`src/verilog/tcm_pkg.sv`:
```
// constants, field layout and carrier types of the timer channel-mode block
package tcm_pkg;
    // register byte offsets on the apb window
    localparam logic [7:0] OFS_STATUS = 8'h10;
    localparam logic [7:0] OFS_SWEVT  = 8'h14;
    localparam logic [7:0] OFS_CTRL_A = 8'h18;
    localparam logic [7:0] OFS_CTRL_B = 8'h1c;
    localparam logic [7:0] OFS_ENABLE = 8'h20;
    localparam logic [7:0] OFS_CMP1   = 8'h34;
    localparam logic [7:0] CMP_STEP   = 8'h04;
    // reset values
    localparam logic [15:0] RST_CTRL  = 16'h0000;
    localparam logic [15:0] RST_CMP   = 16'h0000;
    localparam logic [15:0] RST_EN    = 16'h0000;
    // channel count and per-byte field positions of the mode registers
    localparam int CH_N       = 4;
    localparam int F_CLR      = 7;
    localparam int F_MODE     = 4;
    localparam int F_PRE      = 3;
    localparam int F_FAST     = 2;
    localparam int F_DIR      = 0;
    localparam int F_FLT      = 4;
    localparam int F_PSC      = 2;
    // enable register: one bit per channel, four bits apart
    localparam int EN_STRIDE  = 4;
    // software event register bits
    localparam int SW_UPD     = 0;
    localparam int SW_CH      = 1;
    localparam int SW_W       = 5;
    // status register bits
    localparam int ST_UPD     = 0;
    localparam int ST_EVT     = 1;
    localparam int ST_OVR     = 9;
    // write-protection level that freezes output mode bits
    localparam logic [1:0] LOCK_FULL = 2'h3;
    // input filter codes and their sample counts minus one
    localparam logic [3:0] FLT_NONE  = 4'h0;
    localparam logic [3:0] FLT_N2    = 4'h1;
    localparam logic [3:0] FLT_N4    = 4'h2;
    localparam logic [2:0] LIM_NONE  = 3'h0;
    localparam logic [2:0] LIM_N2    = 3'h1;
    localparam logic [2:0] LIM_N4    = 3'h3;
    localparam logic [2:0] LIM_OTHER = 3'h7;

    typedef enum logic [2:0] {
        OM_FROZEN   = 3'h0,
        OM_MATCH_HI = 3'h1,
        OM_MATCH_LO = 3'h2,
        OM_TOGGLE   = 3'h3,
        OM_FORCE_LO = 3'h4,
        OM_FORCE_HI = 3'h5,
        OM_PWM1     = 3'h6,
        OM_PWM2     = 3'h7
    } tcm_omode_t;

    typedef enum logic [1:0] {
        DIR_OUT   = 2'h0,
        DIR_OWN   = 2'h1,
        DIR_NEIGH = 2'h2,
        DIR_TRIG  = 2'h3
    } tcm_dir_t;

    // live view of the counter core
    typedef struct packed {
        logic [15:0] value;   // current count
        logic        tick;    // count advanced this cycle
        logic        down;    // counting down
        logic        center;  // center-aligned mode
        logic [15:0] reload;  // auto-reload value
    } tcm_cnt_t;

    // reinit command to the counter core and prescaler
    typedef struct packed {
        logic        reinit;     // one-cycle reinit pulse
        logic        psc_clear;  // clear prescaler count, keep ratio
        logic [15:0] load;       // value the counter takes
    } tcm_upd_t;
endpackage

```
`src/verilog/tcm_in_chan.sv`:
```
// capture input conditioning: digital filter, edge detect and capture prescaler
`timescale 1ns/1ps
module tcm_in_chan #(
    parameter int CW = 3 // width of the filter run counter
) (
    input  wire logic       clk,   // timer clock
    input  wire logic       rstn,  // synchronous reset, active low
    input  wire logic       sig,   // selected channel input
    input  wire logic       en,    // channel capture enable
    input  wire logic [3:0] flt,   // filter code
    input  wire logic [1:0] psc,   // capture prescale code
    output logic            cap_r  // one-cycle capture request
);
    import tcm_pkg::*;

    logic          lvl_r;  // filtered level
    logic [CW-1:0] run_r;  // differing samples seen against lvl_r
    logic [2:0]    div_r;  // events counted toward a capture
    logic [CW-1:0] lim;    // samples needed minus one
    logic [2:0]    mask;   // events per capture minus one
    logic          rise;   // filtered rising edge

    // codes above four samples all take eight at the timer clock
    always_comb begin
        if (flt == FLT_NONE) begin
            lim = CW'(LIM_NONE);
        end else if (flt == FLT_N2) begin
            lim = CW'(LIM_N2);
        end else if (flt == FLT_N4) begin
            lim = CW'(LIM_N4);
        end else begin
            lim = CW'(LIM_OTHER);
        end
    end

    assign mask = {psc == 2'h3, psc[1], psc != 2'h0};
    assign rise = sig && !lvl_r && (run_r == lim);

    // level passes only after a run of equal samples
    always_ff @(posedge clk) begin
        if (!rstn) begin
            lvl_r <= 1'b0;
            run_r <= '0;
        end else if (sig == lvl_r) begin
            run_r <= '0;              // glitch resets the run
        end else if (run_r == lim) begin
            lvl_r <= sig;
            run_r <= '0;
        end else begin
            run_r <= run_r + 1'b1;
        end
    end

    // capture on every 1, 2, 4 or 8 edges; cleared with the enable
    always_ff @(posedge clk) begin
        if (!rstn || !en) begin
            div_r <= 3'h0;
            cap_r <= 1'b0;
        end else begin
            cap_r <= 1'b0;
            if (rise) begin
                if (div_r == mask) begin
                    cap_r <= 1'b1;
                    div_r <= 3'h0;
                end else begin
                    div_r <= div_r + 3'h1;
                end
            end
        end
    end
endmodule // tcm_in_chan

```
`src/verilog/tcm_chan_ctrl.sv`:
```
// channel mode control, compare reference, capture and software events
`timescale 1ns/1ps
module tcm_chan_ctrl (
    input  wire logic             clk,             // 20 MHz timer clock
    input  wire logic             rstn,            // synchronous reset, active low
    input  wire logic             psel,            // apb select
    input  wire logic             penable,         // apb access phase
    input  wire logic             pwrite,          // apb write
    input  wire logic [7:0]       paddr,           // apb byte address
    input  wire logic [31:0]      pwdata,          // apb write data
    output logic      [31:0]      prdata_r,        // apb read data
    output logic                  pready_r,        // apb ready
    output logic                  pslverr_r,       // apb error, unmapped
    input  wire tcm_pkg::tcm_cnt_t cnt,            // counter core view
    input  wire logic             update_in,       // update from counter core
    input  wire logic [3:0]       pin_in,          // channel pins, synchronous
    input  wire logic             internal_trigger_input, // internal trigger
    input  wire logic             trig_selected,   // an internal trigger is chosen
    input  wire logic             trig_edge,       // valid trigger edge pulse
    input  wire logic             filtered_ext_trigger, // filtered ext trigger
    input  wire logic [1:0]       lock_level,      // write-protection level
    output logic      [3:0]       ch_reference_r,  // output references
    output logic      [3:0]       ch_event_r,      // flag-set pulse, to irq/dma
    output logic                  update_event_r,  // update pulse
    output tcm_pkg::tcm_upd_t     upd_cmd_r        // reinit command
);
    import tcm_pkg::*;

    logic [15:0]      ctrl_r [2];      // mode registers a and b
    logic [15:0]      en_r;            // channel enables
    logic [15:0]      pre_r [CH_N];    // compare preload copies
    logic [15:0]      shd_r [CH_N];    // compare shadows
    logic [CH_N-1:0]  flag_r;          // channel event flags
    logic [CH_N-1:0]  ovr_r;           // overcapture flags
    logic             upd_flag_r;      // update flag
    logic [SW_W-1:0]  sw_r;            // software event pulses
    logic [CH_N-1:0]  gt_prev_r;       // last compare result
    logic [CH_N-1:0]  was_frozen_r;    // previous mode was frozen
    logic [CH_N-1:0]  cap_pulse;       // filtered capture requests
    logic [CH_N-1:0]  ch_set;          // flag set this cycle
    logic [CH_N-1:0]  ovr_set;         // overcapture set this cycle
    logic [CH_N-1:0]  rd_clr;          // compare read in input mode
    logic [CH_N-1:0]  ref_nxt;         // next references
    logic [CH_N-1:0]  gt;              // counter above active compare
    logic [CH_N-1:0]  cap_now;         // capture this cycle
    logic             acc;             // first access cycle
    logic             commit;          // completing transfer edge
    logic             wr;              // write takes effect now
    logic [31:0]      rd_nxt;          // read mux
    logic             map_ok;          // address is mapped
    logic             upd_any;         // any update event

    // channel byte of a mode register
    function automatic logic [7:0] ch_byte(input logic [15:0] r, input int i);
        ch_byte = r[8*(i%2) +: 8];
    endfunction

    // merge a written byte with the protections on direction and mode
    function automatic logic [7:0] ch_merge(input logic [7:0] old,
                                            input logic [7:0] nw,
                                            input logic       en,
                                            input logic [1:0] lock);
        logic [7:0] m;
        m = nw;
        if (en) begin
            m[F_DIR +: 2] = old[F_DIR +: 2];
        end
        if (lock == LOCK_FULL && old[F_DIR +: 2] == DIR_OUT) begin
            m[F_MODE +: 3] = old[F_MODE +: 3];
            m[F_PRE] = old[F_PRE];
        end
        ch_merge = m;
    endfunction

    assign acc    = psel && penable && !pready_r;
    assign commit = psel && penable && pready_r;
    assign wr     = commit && pwrite && !pslverr_r;
    assign upd_any = sw_r[SW_UPD] || update_in;

    // read mux; decoding also flags unmapped addresses
    always_comb begin
        rd_nxt = 32'h0000_0000;
        map_ok = 1'b1;
        if (paddr == OFS_STATUS) begin
            rd_nxt = {19'h0, ovr_r, 4'h0, flag_r, upd_flag_r};
        end else if (paddr == OFS_SWEVT) begin
            rd_nxt = 32'h0000_0000;                  // write-only, reads zero
        end else if (paddr == OFS_CTRL_A) begin
            rd_nxt = {16'h0, ctrl_r[0]};
        end else if (paddr == OFS_CTRL_B) begin
            rd_nxt = {16'h0, ctrl_r[1]};
        end else if (paddr == OFS_ENABLE) begin
            rd_nxt = {16'h0, en_r};
        end else if (paddr >= OFS_CMP1 && paddr <= OFS_CMP1 + 8'(3 * CMP_STEP)
                     && paddr[1:0] == 2'h0) begin
            rd_nxt = {16'h0, pre_r[2'(paddr[3:2] - OFS_CMP1[3:2])]};
        end else begin
            map_ok = 1'b0;
        end
    end

    // apb slave: one wait state, data and error registered
    always_ff @(posedge clk) begin
        if (!rstn) begin
            pready_r  <= 1'b0;
            prdata_r  <= 32'h0000_0000;
            pslverr_r <= 1'b0;
        end else begin
            pready_r  <= acc;
            if (acc) begin
                prdata_r  <= pwrite ? 32'h0000_0000 : rd_nxt;
                pslverr_r <= !map_ok;
            end else begin
                pslverr_r <= 1'b0;
            end
        end
    end

    // mode registers, byte by byte through the protections
    always_ff @(posedge clk) begin
        if (!rstn) begin
            ctrl_r[0] <= RST_CTRL;
            ctrl_r[1] <= RST_CTRL;
        end else if (wr && (paddr == OFS_CTRL_A || paddr == OFS_CTRL_B)) begin
            for (int j = 0; j < CH_N; j++) begin
                if ((j / 2) == int'(paddr == OFS_CTRL_B)) begin
                    ctrl_r[j / 2][8*(j%2) +: 8] <= ch_merge(
                        ch_byte(ctrl_r[j / 2], j), pwdata[8*(j%2) +: 8],
                        en_r[EN_STRIDE*j], lock_level);
                end
            end
        end
    end

    // channel enable register
    always_ff @(posedge clk) begin
        if (!rstn) begin
            en_r <= RST_EN;
        end else if (wr && paddr == OFS_ENABLE) begin
            en_r <= pwdata[15:0];
        end
    end

    // software events live one cycle, then hardware drops them
    always_ff @(posedge clk) begin
        if (!rstn) begin
            sw_r <= '0;
        end else if (wr && paddr == OFS_SWEVT) begin
            sw_r <= pwdata[SW_W-1:0];                // a zero bit does nothing
        end else begin
            sw_r <= '0;
        end
    end

    // software update: reinit counter and clear prescaler count
    always_ff @(posedge clk) begin
        if (!rstn) begin
            upd_cmd_r      <= '0;
            update_event_r <= 1'b0;
        end else begin
            upd_cmd_r.reinit    <= sw_r[SW_UPD];
            upd_cmd_r.psc_clear <= sw_r[SW_UPD];
            if (sw_r[SW_UPD]) begin
                upd_cmd_r.load <= (cnt.down && !cnt.center) ? cnt.reload
                                                            : 16'h0000;
            end
            update_event_r <= upd_any;
        end
    end

    // update flag: set wins over a software clear
    always_ff @(posedge clk) begin
        if (!rstn) begin
            upd_flag_r <= 1'b0;
        end else if (upd_any) begin
            upd_flag_r <= 1'b1;
        end else if (wr && paddr == OFS_STATUS && !pwdata[ST_UPD]) begin
            upd_flag_r <= 1'b0;
        end
    end

    genvar g;
    generate
        for (g = 0; g < CH_N; g++) begin : g_ch
            logic [7:0]  cb;      // this channel's control byte
            logic [1:0]  dir;     // direction field
            logic [2:0]  mode;    // output mode
            logic        is_out;  // channel is an output
            logic        pwm;     // pwm mode active
            logic        eq;      // compare match on a count step
            logic        src;     // selected input source
            logic        lvl;     // pwm level from the comparison
            logic [15:0] act;     // compare value in use
            logic [7:0]  cmp_ofs; // this channel's compare offset

            assign cb      = ch_byte(ctrl_r[g / 2], g);
            assign dir     = cb[F_DIR +: 2];
            assign mode    = cb[F_MODE +: 3];
            assign is_out  = dir == DIR_OUT;
            assign pwm     = mode == OM_PWM1 || mode == OM_PWM2;
            assign act     = cb[F_PRE] ? shd_r[g] : pre_r[g];
            assign gt[g]   = cnt.value > act;
            assign eq      = cnt.tick && cnt.value == act;
            assign cmp_ofs = OFS_CMP1 + 8'(g * CMP_STEP);
            // pwm2 simply inverts pwm1 in both directions
            assign lvl = (cnt.down ? gt[g] : !gt[g]) ^ (mode == OM_PWM2);

            // input source: own pin, neighbour pin or internal trigger
            always_comb begin
                if (dir == DIR_OWN) begin
                    src = pin_in[g];
                end else if (dir == DIR_NEIGH) begin
                    src = pin_in[g ^ 1];
                end else begin
                    // trigger source only counts when one is selected
                    src = (dir == DIR_TRIG) && trig_selected && internal_trigger_input;
                end
            end

            tcm_in_chan u_in (
                .clk   (clk),
                .rstn  (rstn),
                .sig   (src),
                .en    (en_r[EN_STRIDE*g] && !is_out),
                .flt   (cb[F_FLT +: 4]),
                .psc   (cb[F_PSC +: 2]),
                .cap_r (cap_pulse[g])
            );

            // a software event on an input captures as well
            assign cap_now[g] = !is_out && (sw_r[SW_CH + g] || cap_pulse[g]);
            assign ch_set[g]  = sw_r[SW_CH + g] || (is_out ? eq : cap_now[g]);
            assign ovr_set[g] = cap_now[g] && flag_r[g];
            assign rd_clr[g]  = commit && !pwrite && paddr == cmp_ofs && !is_out;

            // next reference level
            always_comb begin
                ref_nxt[g] = ch_reference_r[g];
                if (!is_out) begin
                    ref_nxt[g] = 1'b0;
                end else if (cb[F_CLR] && filtered_ext_trigger) begin
                    ref_nxt[g] = 1'b0;
                end else begin
                    case (mode)
                        OM_FROZEN:   ref_nxt[g] = ch_reference_r[g];
                        OM_MATCH_HI: if (eq) ref_nxt[g] = 1'b1;
                        OM_MATCH_LO: if (eq) ref_nxt[g] = 1'b0;
                        OM_TOGGLE:   if (eq) ref_nxt[g] = !ch_reference_r[g];
                        OM_FORCE_LO: ref_nxt[g] = 1'b0;
                        OM_FORCE_HI: ref_nxt[g] = 1'b1;
                        default: begin
                            if (cb[F_FAST] && trig_edge) begin
                                ref_nxt[g] = 1'b1;
                            end else if (gt[g] != gt_prev_r[g] || was_frozen_r[g]) begin
                                ref_nxt[g] = lvl;
                            end
                        end
                    endcase
                end
            end

            // reference and the history that pwm mode looks at
            always_ff @(posedge clk) begin
                if (!rstn) begin
                    ch_reference_r[g] <= 1'b0;
                    gt_prev_r[g]      <= 1'b0;
                    was_frozen_r[g]   <= 1'b1;
                end else begin
                    ch_reference_r[g] <= ref_nxt[g];
                    gt_prev_r[g]      <= gt[g];
                    was_frozen_r[g]   <= mode == OM_FROZEN;
                end
            end

            // compare value: capture beats software, update loads the shadow
            always_ff @(posedge clk) begin
                if (!rstn) begin
                    pre_r[g] <= RST_CMP;
                    shd_r[g] <= RST_CMP;
                end else if (cap_now[g]) begin
                    pre_r[g] <= cnt.value;
                    shd_r[g] <= cnt.value;
                end else begin
                    if (wr && paddr == cmp_ofs) begin
                        pre_r[g] <= pwdata[15:0];
                    end
                    if (upd_any) begin
                        shd_r[g] <= pre_r[g];
                    end
                end
            end

            // flags: set wins over the write-zero clear and the read clear
            always_ff @(posedge clk) begin
                if (!rstn) begin
                    flag_r[g]     <= 1'b0;
                    ovr_r[g]      <= 1'b0;
                    ch_event_r[g] <= 1'b0;
                end else begin
                    ch_event_r[g] <= ch_set[g];
                    if (ch_set[g]) begin
                        flag_r[g] <= 1'b1;
                    end else if ((wr && paddr == OFS_STATUS && !pwdata[ST_EVT + g])
                                 || rd_clr[g]) begin
                        flag_r[g] <= 1'b0;
                    end
                    if (ovr_set[g]) begin
                        ovr_r[g] <= 1'b1;
                    end else if (wr && paddr == OFS_STATUS && !pwdata[ST_OVR + g]) begin
                        ovr_r[g] <= 1'b0;
                    end
                end
            end
        end
    endgenerate
endmodule // tcm_chan_ctrl

```
`config.mk`:
```
export PLATFORM = sky130hd
export DESIGN_NAME = tcm_chan_ctrl
export DESIGN_NICKNAME = d
export VERILOG_FILES = /design/src/verilog/tcm_pkg.sv /design/src/verilog/tcm_in_chan.sv /design/src/verilog/tcm_chan_ctrl.sv
export SDC_FILE = /design/constraint.sdc
export NUM_CORES = 1
export LEC_CHECK = 0
export BUFFER_PORTS_ARGS = -buffer_cell sky130_fd_sc_hd__buf_2
export CORE_MARGIN = 2
export CORE_UTILIZATION = 47
export CTS_CLUSTER_DIAMETER = 80
export DETAILED_ROUTE_END_ITERATION = 6
export GPL_TIMING_DRIVEN = 0
export PLACE_DENSITY = 0.71
export SETUP_SLACK_MARGIN = 0.4
export SLEW_MARGIN = 40
export SYNTH_ARGS = -nofsm -noshare
export SYNTH_HDL_FRONTEND = slang
export SYNTH_SLANG_ARGS = --single-unit
```
`constraint.sdc`:
```
create_clock -name clk -period 3.72 [get_ports clk]
set_input_delay 0.186 -clock clk [delete_from_list [all_inputs] [get_ports clk]]
set_output_delay 0.186 -clock clk [all_outputs]
set_load 0.01 [all_outputs]
```
==> out/results.tsv, run 1 <==
stage	metric	value	unit
synthesis	YS warnings	0	
power_and_ir_drop	maximum VDD drop	0.353	mV
power_and_ir_drop	PD cells	402	nW/um^2
sta	Achievable Freq	298	MHz
floorplan	I/O Pins	152	
clock_network	H-tree depth	1	
synthesis	ys async rst share	0	%
sta	Final Skew	23.5	ps
critical_path	Worst EP required	4220	ps
critical_path	top cell family by delay on the critical path	compound AO/OA/AOI/OAI gates	
sta	final-report setup violation count	0	
sta	Rel. slew slack	40.7	%
power_and_ir_drop	part of the power in registers	47.0	%
drt	Initial DRT Pass Iterations	6	
power_and_ir_drop	combinational power share	11.6	%
drt	drt via density	6.41	
synthesis	Cell Area, Synth	15100	sq um
drt	DRC Markers	0	
clock_network	clk sinks	274	
clock_network	CTS tree	done	
sta	setup_tns	0	ps
critical_path	CP dominant cell by count	buf_4	
clock_network	worst skew pair latency	590	ps
synthesis	Mean Syn Cell Area	10.6	sq um
drt	ANT nets after route	0	
sta	PnR worst setup slack	363	ps
global_route	vias in the first global route	12400	
sta	Max Transition Viols Final	0	
power_and_ir_drop	Int Power	0.00529	W
placed_design	Final HPWL DP	36800	um
synthesis	distinct cell type count after synthesis	82	
synthesis	Post-synth EDFFs	160	
drt	DR iter-0 viols	1373	
sta	unrepaired setup endpoints after global routing	yes	
floorplan	starting density of the core	47.8	%
power_and_ir_drop	total power	0.00716	W
flow_run	max_cap viols	0	
floorplan	die area	33600	sq um
placed_design	Inst Count DP	1960	
critical_path	R2R Setup Slk	360	ps
synthesis	Seq cells post-synth	274	
synthesis	ys flop type	edfxtp_1	
power_and_ir_drop	Clock power frac	41.4	%
drt	via count	13300	
final_layout	final cell count without fillers	2066	
final_layout	Area growth, synth to finish	18.1	%
critical_path	crit end category	register	
drt	wire per inst	24.9	um
floorplan	chip height	183	um
critical_path	crit-path max FO	10	
synthesis	Yosys top cell by area	edfxtp_1	
power_and_ir_drop	sw frac	26.1	%
floorplan	die width	183	um
synthesis	Yosys top cell area share	31.8	%
sta	actual slew at the worst max-slew pin	889	ps
power_and_ir_drop	Leak Pwr	7.05	nW
critical_path	CP startpoint kind	register	
sta	Tmin final	3360	ps
synthesis	Area contributors post-synth	edfxtp_1 (32%), dfxtp_1 (15%), a22o_1 (7.7%)	
clock_network	clock buffer depth	3	
worst_hold_path	hold crit path type	input pin to register	
final_layout	share of cells above drive strength 1	17.0	%
global_route	first-pass GRT wire length	74900	um
placed_design	pre-CTS setup slack	-228	ps
clock_network	CTS Buf Count	31	
sta	final hold vios	0	
status	status	completed	
critical_path	Crit-path slowest cell	or3_1	
critical_path	slowest stage delay, CP	380	ps
placed_design	GPL Wtd Cong	0.960	
sta	Worst Hold Slack	64.0	ps
critical_path	crit path buf inv count	4	
clock_network	Root Buffer	clkbuf_16	
placed_design	number of port buffers	117	
sta	Tcrit/Tclk final	90.2	%
global_route	GRT overflow	0	
global_route	GRT Total Usage	29.8	%
floorplan	# rows	65	
final_layout	Nets	1811	
clock_network	clock-pin slew on the worst setup and hold paths	60	ps
drt	drt total wl	51500	um
synthesis	register area share after synthesis	46.9	%
global_route	largest net degree at the start of global routing	17	
floorplan	core footprint	31600	sq um
final_layout	ant diodes	0	
critical_path	cell chain of the critical path	buf_6, buf_4, mux2i_1, ha_1, nand4_1, buf_4, or3_1, a21o_1, and3_1, clkbuf_1, a311oi_1, a32oi_1, a211oi_1	
critical_path	CP Data Arrival Time	3860	ps
global_route	initial antenna violation count	1	
synthesis	post-synthesis cell count	1426	
critical_path	Setup CP Type	register to register	
power_and_ir_drop	NetSw	0.00187	W
[worst reg2reg max path, stage by stage, from the launching register on]
cell and delay [ps]:
edfxtp_1 370, buf_6 200, buf_4 290, mux2i_1 140, ha_1 310, nand4_1 80, buf_4 170, or3_1 380
a21o_1 260, and3_1 210, clkbuf_1 170, a311oi_1 320, a32oi_1 140, a211oi_1 240
[stage by stage]
| step | util [%] | cell area, sq um |
|---|---|---|
| finish | 56.5 | 17800 |
| floorplan | - | 15200 |
| global placement | 51.5 | 16200 |
| detailed placement | 51.7 | 16300 |
| CTS | 56.1 | 17700 |
| global route | 56.5 | 17800 |
[cell type report]
type                    count  area (sq um)
plain buffers             110           632
clock buffers              44           825
clock inverters            14           131
fillers                  2710         13700
inverters                  34           128
multi-input cells        1023          7490
flip-flops and latches    274          7090
well taps                 402           503
repair buffers            165          1040
[synth_stat cells (all sizes together) (6+ instances only)]
cell type,count
edfxtp,160
a22o,132
nand2,122
dfxtp,114
a21oi,98
nor2,95
ha,81
mux2i,65
buf,59
clkbuf,51
o21ai,48
and2,46
inv,34
nand3,33
nor2b,27
nand4,21
nor3,19
mux4,16
o211ai,16
a221oi,14
nor4,14
o221ai,13
a31oi,12
a211oi,10
xnor2,10
mux2,9
or3,9
o2111ai,7
o21a,7
and3,6
nand2b,6
[state kept, by name, summed over array words and instances, names as in the netlist, 5 cells and up]
| register | cells |
|---|---|
| sw_r | 5 |
| en_r | 16 |
| prdata_r | 16 |
| g_ch.u_in.run_r | 12 |
| shd_r | 64 |
| pre_r | 64 |
| ctrl_r | 32 |
| g_ch.u_in.div_r | 12 |
| upd_cmd_r | 17 |
[layout by cell type (no fill, tap or decap), types with 7 or more instances in the layout]
cell / synthesis / routed
a211oi_1: 10 / 10
a21oi_1: 98 / 97
a221oi_1: 14 / 14
a22o_1: 132 / 132
a31oi_1: 12 / 11
and2_1: 43 / 43
buf_1: 22 / 17
buf_2: 9 / 127
buf_4: 21 / 34
buf_6: 7 / 9
clkbuf_1: 45 / 57
clkbuf_16: 0 / 31
conb_1: 1 / 16
dfxtp_1: 114 / 114
dlygate4sd3_1: 0 / 36
edfxtp_1: 160 / 160
ha_1: 81 / 81
inv_1: 34 / 34
mux2_2: 9 / 9
mux2i_1: 65 / 64
mux4_2: 14 / 14
nand2_1: 122 / 120
nand3_1: 33 / 29
nand4_1: 21 / 21
nor2_1: 94 / 93
nor2b_1: 27 / 27
nor3_1: 18 / 16
nor4_1: 12 / 9
o2111ai_1: 7 / 7
o211ai_1: 16 / 16
o21a_1: 7 / 7
o21ai_0: 42 / 42
o221ai_1: 13 / 12
or3_1: 8 / 8
xnor2_1: 10 / 10
[power by group through the flow]
stage	clock network (W)	registers (W)	logic (W)
floorplan	0	0.00340	0.000451
global placement	0	0.00342	0.000726
detailed placement	0	0.00342	0.000751
CTS	0.00296	0.00336	0.000795
global route	0.00307	0.00337	0.000889
finish	0.00297	0.00336	0.000834
[logic make-up (layout without fill, tap and decap cells)]
kind of cell	after synthesis	count (layout)	share of synthesized area [%]
other cells	1	16	0.0248
fa+ha+maj	81	81	6.71
compound gates	401	401	19.2
simple gates	421	421	14.0
buf+inv	144	367	4.86
xor+xnor	14	14	0.812
mux	90	90	7.41
flops	274	274	46.9
[what timing repair did]
item | CTS | global route
setup buffers | 2 | 10
pin swaps | 2 | 6
resized for setup | 22 | 12
endpoints found under the setup margin | 12 | 8
hold buffers | 36 | 0
hold endpoints to repair | 40 | 0
[path summary, 6_finish.rpt]
check,start,endpoint,depth (start not counted)
setup / recovery,ctrl_r[1][3]$_SDFFCE_PP0P_,ch_reference_r[2]$_SDFFE_PP0P_,13
hold / removal,pwrite,prdata_r[9]$_SDFFE_PN0P_,4
setup reg to reg,ctrl_r[1][3]$_SDFFCE_PP0P_,ch_reference_r[2]$_SDFFE_PP0P_,13
hold reg to reg,prdata_r[13]$_SDFFE_PN0P_,prdata_r[13]$_SDFFE_PN0P_,2
[layer usage]
metal  vias to the layer above  track usage (%)  share of wire, %  wire, um
met4                         2             14.6               5.1      2620
met2                       882             46.1                44     22700
met5                         -                0              0.10        54
met3                       167             5.18                11      5920
li1                       5837                -                 -         -
met1                      6362             40.7                39     20200
No activity file was read; power rests on OpenSTA's default activity.
==> run 2, diff against run 1 <==
clock period = 4.1 ns   (was 3.72 ns; I/O delays follow)
==> out/results.tsv, run 2 (same netlist as run 1, synthesis figures left out) <==
stage	metric	value	unit	change
critical_path	crit-path max FO	10		unchanged
sta	Final Skew	15.7	ps	-7.81 ps
clock_network	CTS Buf Count	31		unchanged
worst_hold_path	HP Start	pwdata[9]		
sta	actual slew at the worst max-slew pin	889	ps	-0.701 ps
sta	unrepaired setup endpoints after global routing	yes		
critical_path	Setup CP Type	register to register		
critical_path	crit end category	register		
global_route	first-pass GRT wire length	74500	um	-0.42%
sta	Tcrit/Tclk final	87.6	%	-2.6 points
clock_network	H-tree depth	1		unchanged
floorplan	chip height	183	um	unchanged
sta	Tmin final	3590	ps	+235 ps
global_route	GR Util met2	45.9	%	-0.21 points
final_layout	Area growth, synth to finish	16.7	%	
critical_path	R2R Setup Slk	510	ps	+140 ps
floorplan	die area	33600	sq um	unchanged
global_route	GRT overflow	0		unchanged
critical_path	R2R Path Start	ctrl_r[1][11]$_DFFE_PP_		
critical_path	CP startpoint kind	register		
placed_design	GPL Wtd Cong	0.960		unchanged
final_layout	Final Cell Area	17600	sq um	-1.2%
placed_design	number of port buffers	117		unchanged
placed_design	Final HPWL DP	36800	um	unchanged
global_route	GRT Total Usage	29.7	%	-0.14 points
floorplan	die width	183	um	unchanged
final_layout	commonest non-fill, non-tap cell in the layout	edfxtp_1		
final_layout	most frequent cells in the layout	edfxtp_1 (160), a22o_1 (132), buf_2 (129)		
clock_network	clock buffer depth	3		unchanged
critical_path	r2r endpoint	ch_reference_r[3]$_SDFFE_PP0P_		
status	status	completed		
global_route	most used routing layer	met2		
floorplan	I/O Pins	152		unchanged
sta	final-report setup violation count	0		unchanged
drt	drt via density	6.42		about the same
placed_design	Post-DP Area	16300	sq um	unchanged
critical_path	cell chain of the critical path	buf_6, buf_2, mux2i_1, ha_1, a21oi_1, o21ai_0, a21oi_1, o221ai_1, a2111oi_1, nor2_1, a211oi_1		
final_layout	Nets	1795		-0.88%
power_and_ir_drop	Leak Pwr	6.92	nW	-1.8%
clock_network	Root Buffer	clkbuf_16		
clock_network	clock-pin slew on the worst setup and hold paths	60	ps	about the same
critical_path	slowest stage delay, CP	590	ps	+210 ps
worst_hold_path	Min-Delay Path Depth	3		-1
clock_network	CTS tree	done		
sta	Achievable Freq	278	MHz	-6.5%
final_layout	Largest regs	pre_r (64), shd_r (64), ctrl_r (32)		
critical_path	CP dominant cell by count	a21oi_1		
drt	DRC Markers	0		unchanged
clock_network	worst skew pair latency	580	ps	about the same
power_and_ir_drop	maximum VDD drop	0.320	mV	-9.4%
drt	wire per inst	24.9	um	about the same
sta	final hold vios	0		unchanged
sta	Rel. slew slack	40.5	%	-0.17 points
critical_path	FF-to-FF path depth	11		-2
critical_path	CP Data Arrival Time	4080	ps	+220 ps
global_route	vias in the first global route	12400		-0.42%
global_route	largest net degree at the start of global routing	20		+3
final_layout	ant diodes	0		unchanged
sta	Max Transition Viols Final	0		unchanged
drt	via count	13200		-0.72%
worst_hold_path	Worst Hold Path EP	en_r[9]$_SDFFE_PN0P_		
drt	DR iter-0 viols	1538		+12%
floorplan	# rows	65		unchanged
global_route	initial antenna violation count	1		unchanged
power_and_ir_drop	PD cells	367	nW/um^2	-8.5%
sta	setup_tns	0	ps	unchanged
floorplan	starting density of the core	47.8	%	unchanged
final_layout	share of cells above drive strength 1	16.0	%	-1.0 points
critical_path	crit path buf inv count	2		-2
clock_network	clk sinks	274		unchanged
clock_network	Post-CTS Setup Inserts	0		-2
worst_hold_path	hold crit path type	input pin to register		
floorplan	core footprint	31600	sq um	unchanged
critical_path	top cell family by delay on the critical path	compound AO/OA/AOI/OAI gates		
critical_path	Crit-path slowest cell	a2111oi_1		
drt	ANT nets after route	0		unchanged
critical_path	Worst EP required	4590	ps	+370 ps
flow_run	max_cap viols	0		unchanged
global_route	met1 Usage GRT	40.5	%	-0.14 points
final_layout	filler instances	2737		+1.0%
drt	Initial DRT Pass Iterations	5		-1
global_route	met3 usage	5.20	%	+0.020 points
drt	drt total wl	51100	um	-0.70%
## run 2: cell types whose count changed in the layout (fill, tap and decap cells not counted), sizes merged
cell	change
buf	-13
clkdlybuf4s15	+1
clkbuf	-1
dlygate4sd3	-3
## run 2: tightest hold or removal path, stage by stage
cell and delay, ps:
buf_2 200, nand2_1 90, a21oi_1 50
## run 2: where the power goes
| group | switching (W) | internal, W |
|---|---|---|
| Clock | 0.00117 | 0.00152 |
| Sequential | 0.0000560 | 0.00300 |
| Combinational | 0.000464 | 0.000267 |
| Total | 0.00169 | 0.00479 |
## run 2: timing repair
item                       in CTS  in global routing
gates resized for setup         5                  4
hold buffers                   33                  0
pin swaps                       0                  1
setup endpoints to repair       3                  3
hold endpoints to repair       35                  0
## run 2: through the flow
step | instances | power, W | worst slack, ps | hold WS, ps | utilization [%]
after detailed placement | 1960 | 0.00379 | 152 | 440 | 51.7
after global routing | 2050 | 0.00662 | 337 | 16.2 | 55.8
after floorplan | 1441 | 0.00350 | 1090 | 327 | -
after CTS | 2050 | 0.00645 | 468 | 1.81 | 55.8
final | 2050 | 0.00647 | 508 | 22.9 | 55.8
after global placement | 1960 | 0.00376 | -174 | 431 | 51.5
## run 2: worst max-delay path by stage
stage	start	to	slack [ps]	depth (start not counted)
after CTS	ctrl_r[1][11]$_DFFE_PP_	ch_reference_r[3]$_SDFFE_PP0P_	470	11
after global routing	ctrl_r[1][11]$_DFFE_PP_	ch_reference_r[3]$_SDFFE_PP0P_	340	11
final	ctrl_r[1][11]$_DFFE_PP_	ch_reference_r[3]$_SDFFE_PP0P_	510	11
after floorplan	ctrl_r[1][3]$_SDFFCE_PP0P_	ch_reference_r[2]$_SDFFE_PP0P_	1090	12
after global placement	paddr[2]	prdata_r[9]$_SDFFE_PN0P_	-170	12
after detailed placement	ctrl_r[1][3]$_SDFFCE_PP0P_	ch_reference_r[2]$_SDFFE_PP0P_	150	12
## run 2: layout make-up
cell class / count / area, sq um / share of cell area [%]
timing repair buffer: 150 / 916 / 5.20
buffer: 109 / 614 / 3.49
multi-input combinational: 1023 / 7420 / 42.1
tap: 402 / 503 / 2.85
clock inverter: 14 / 131 / 0.746
sequential: 274 / 7090 / 40.2
inverter: 34 / 128 / 0.724
clock buffer: 44 / 825 / 4.68
## run 2: per-layer routing
| metal | part of all wire, % | routed length [um] |
|---|---|---|
| met5 | 0 | 0 |
| met4 | 4.9 | 2500 |
| met3 | 11 | 5640 |
| met2 | 44 | 22600 |
| met1 | 40 | 20400 |
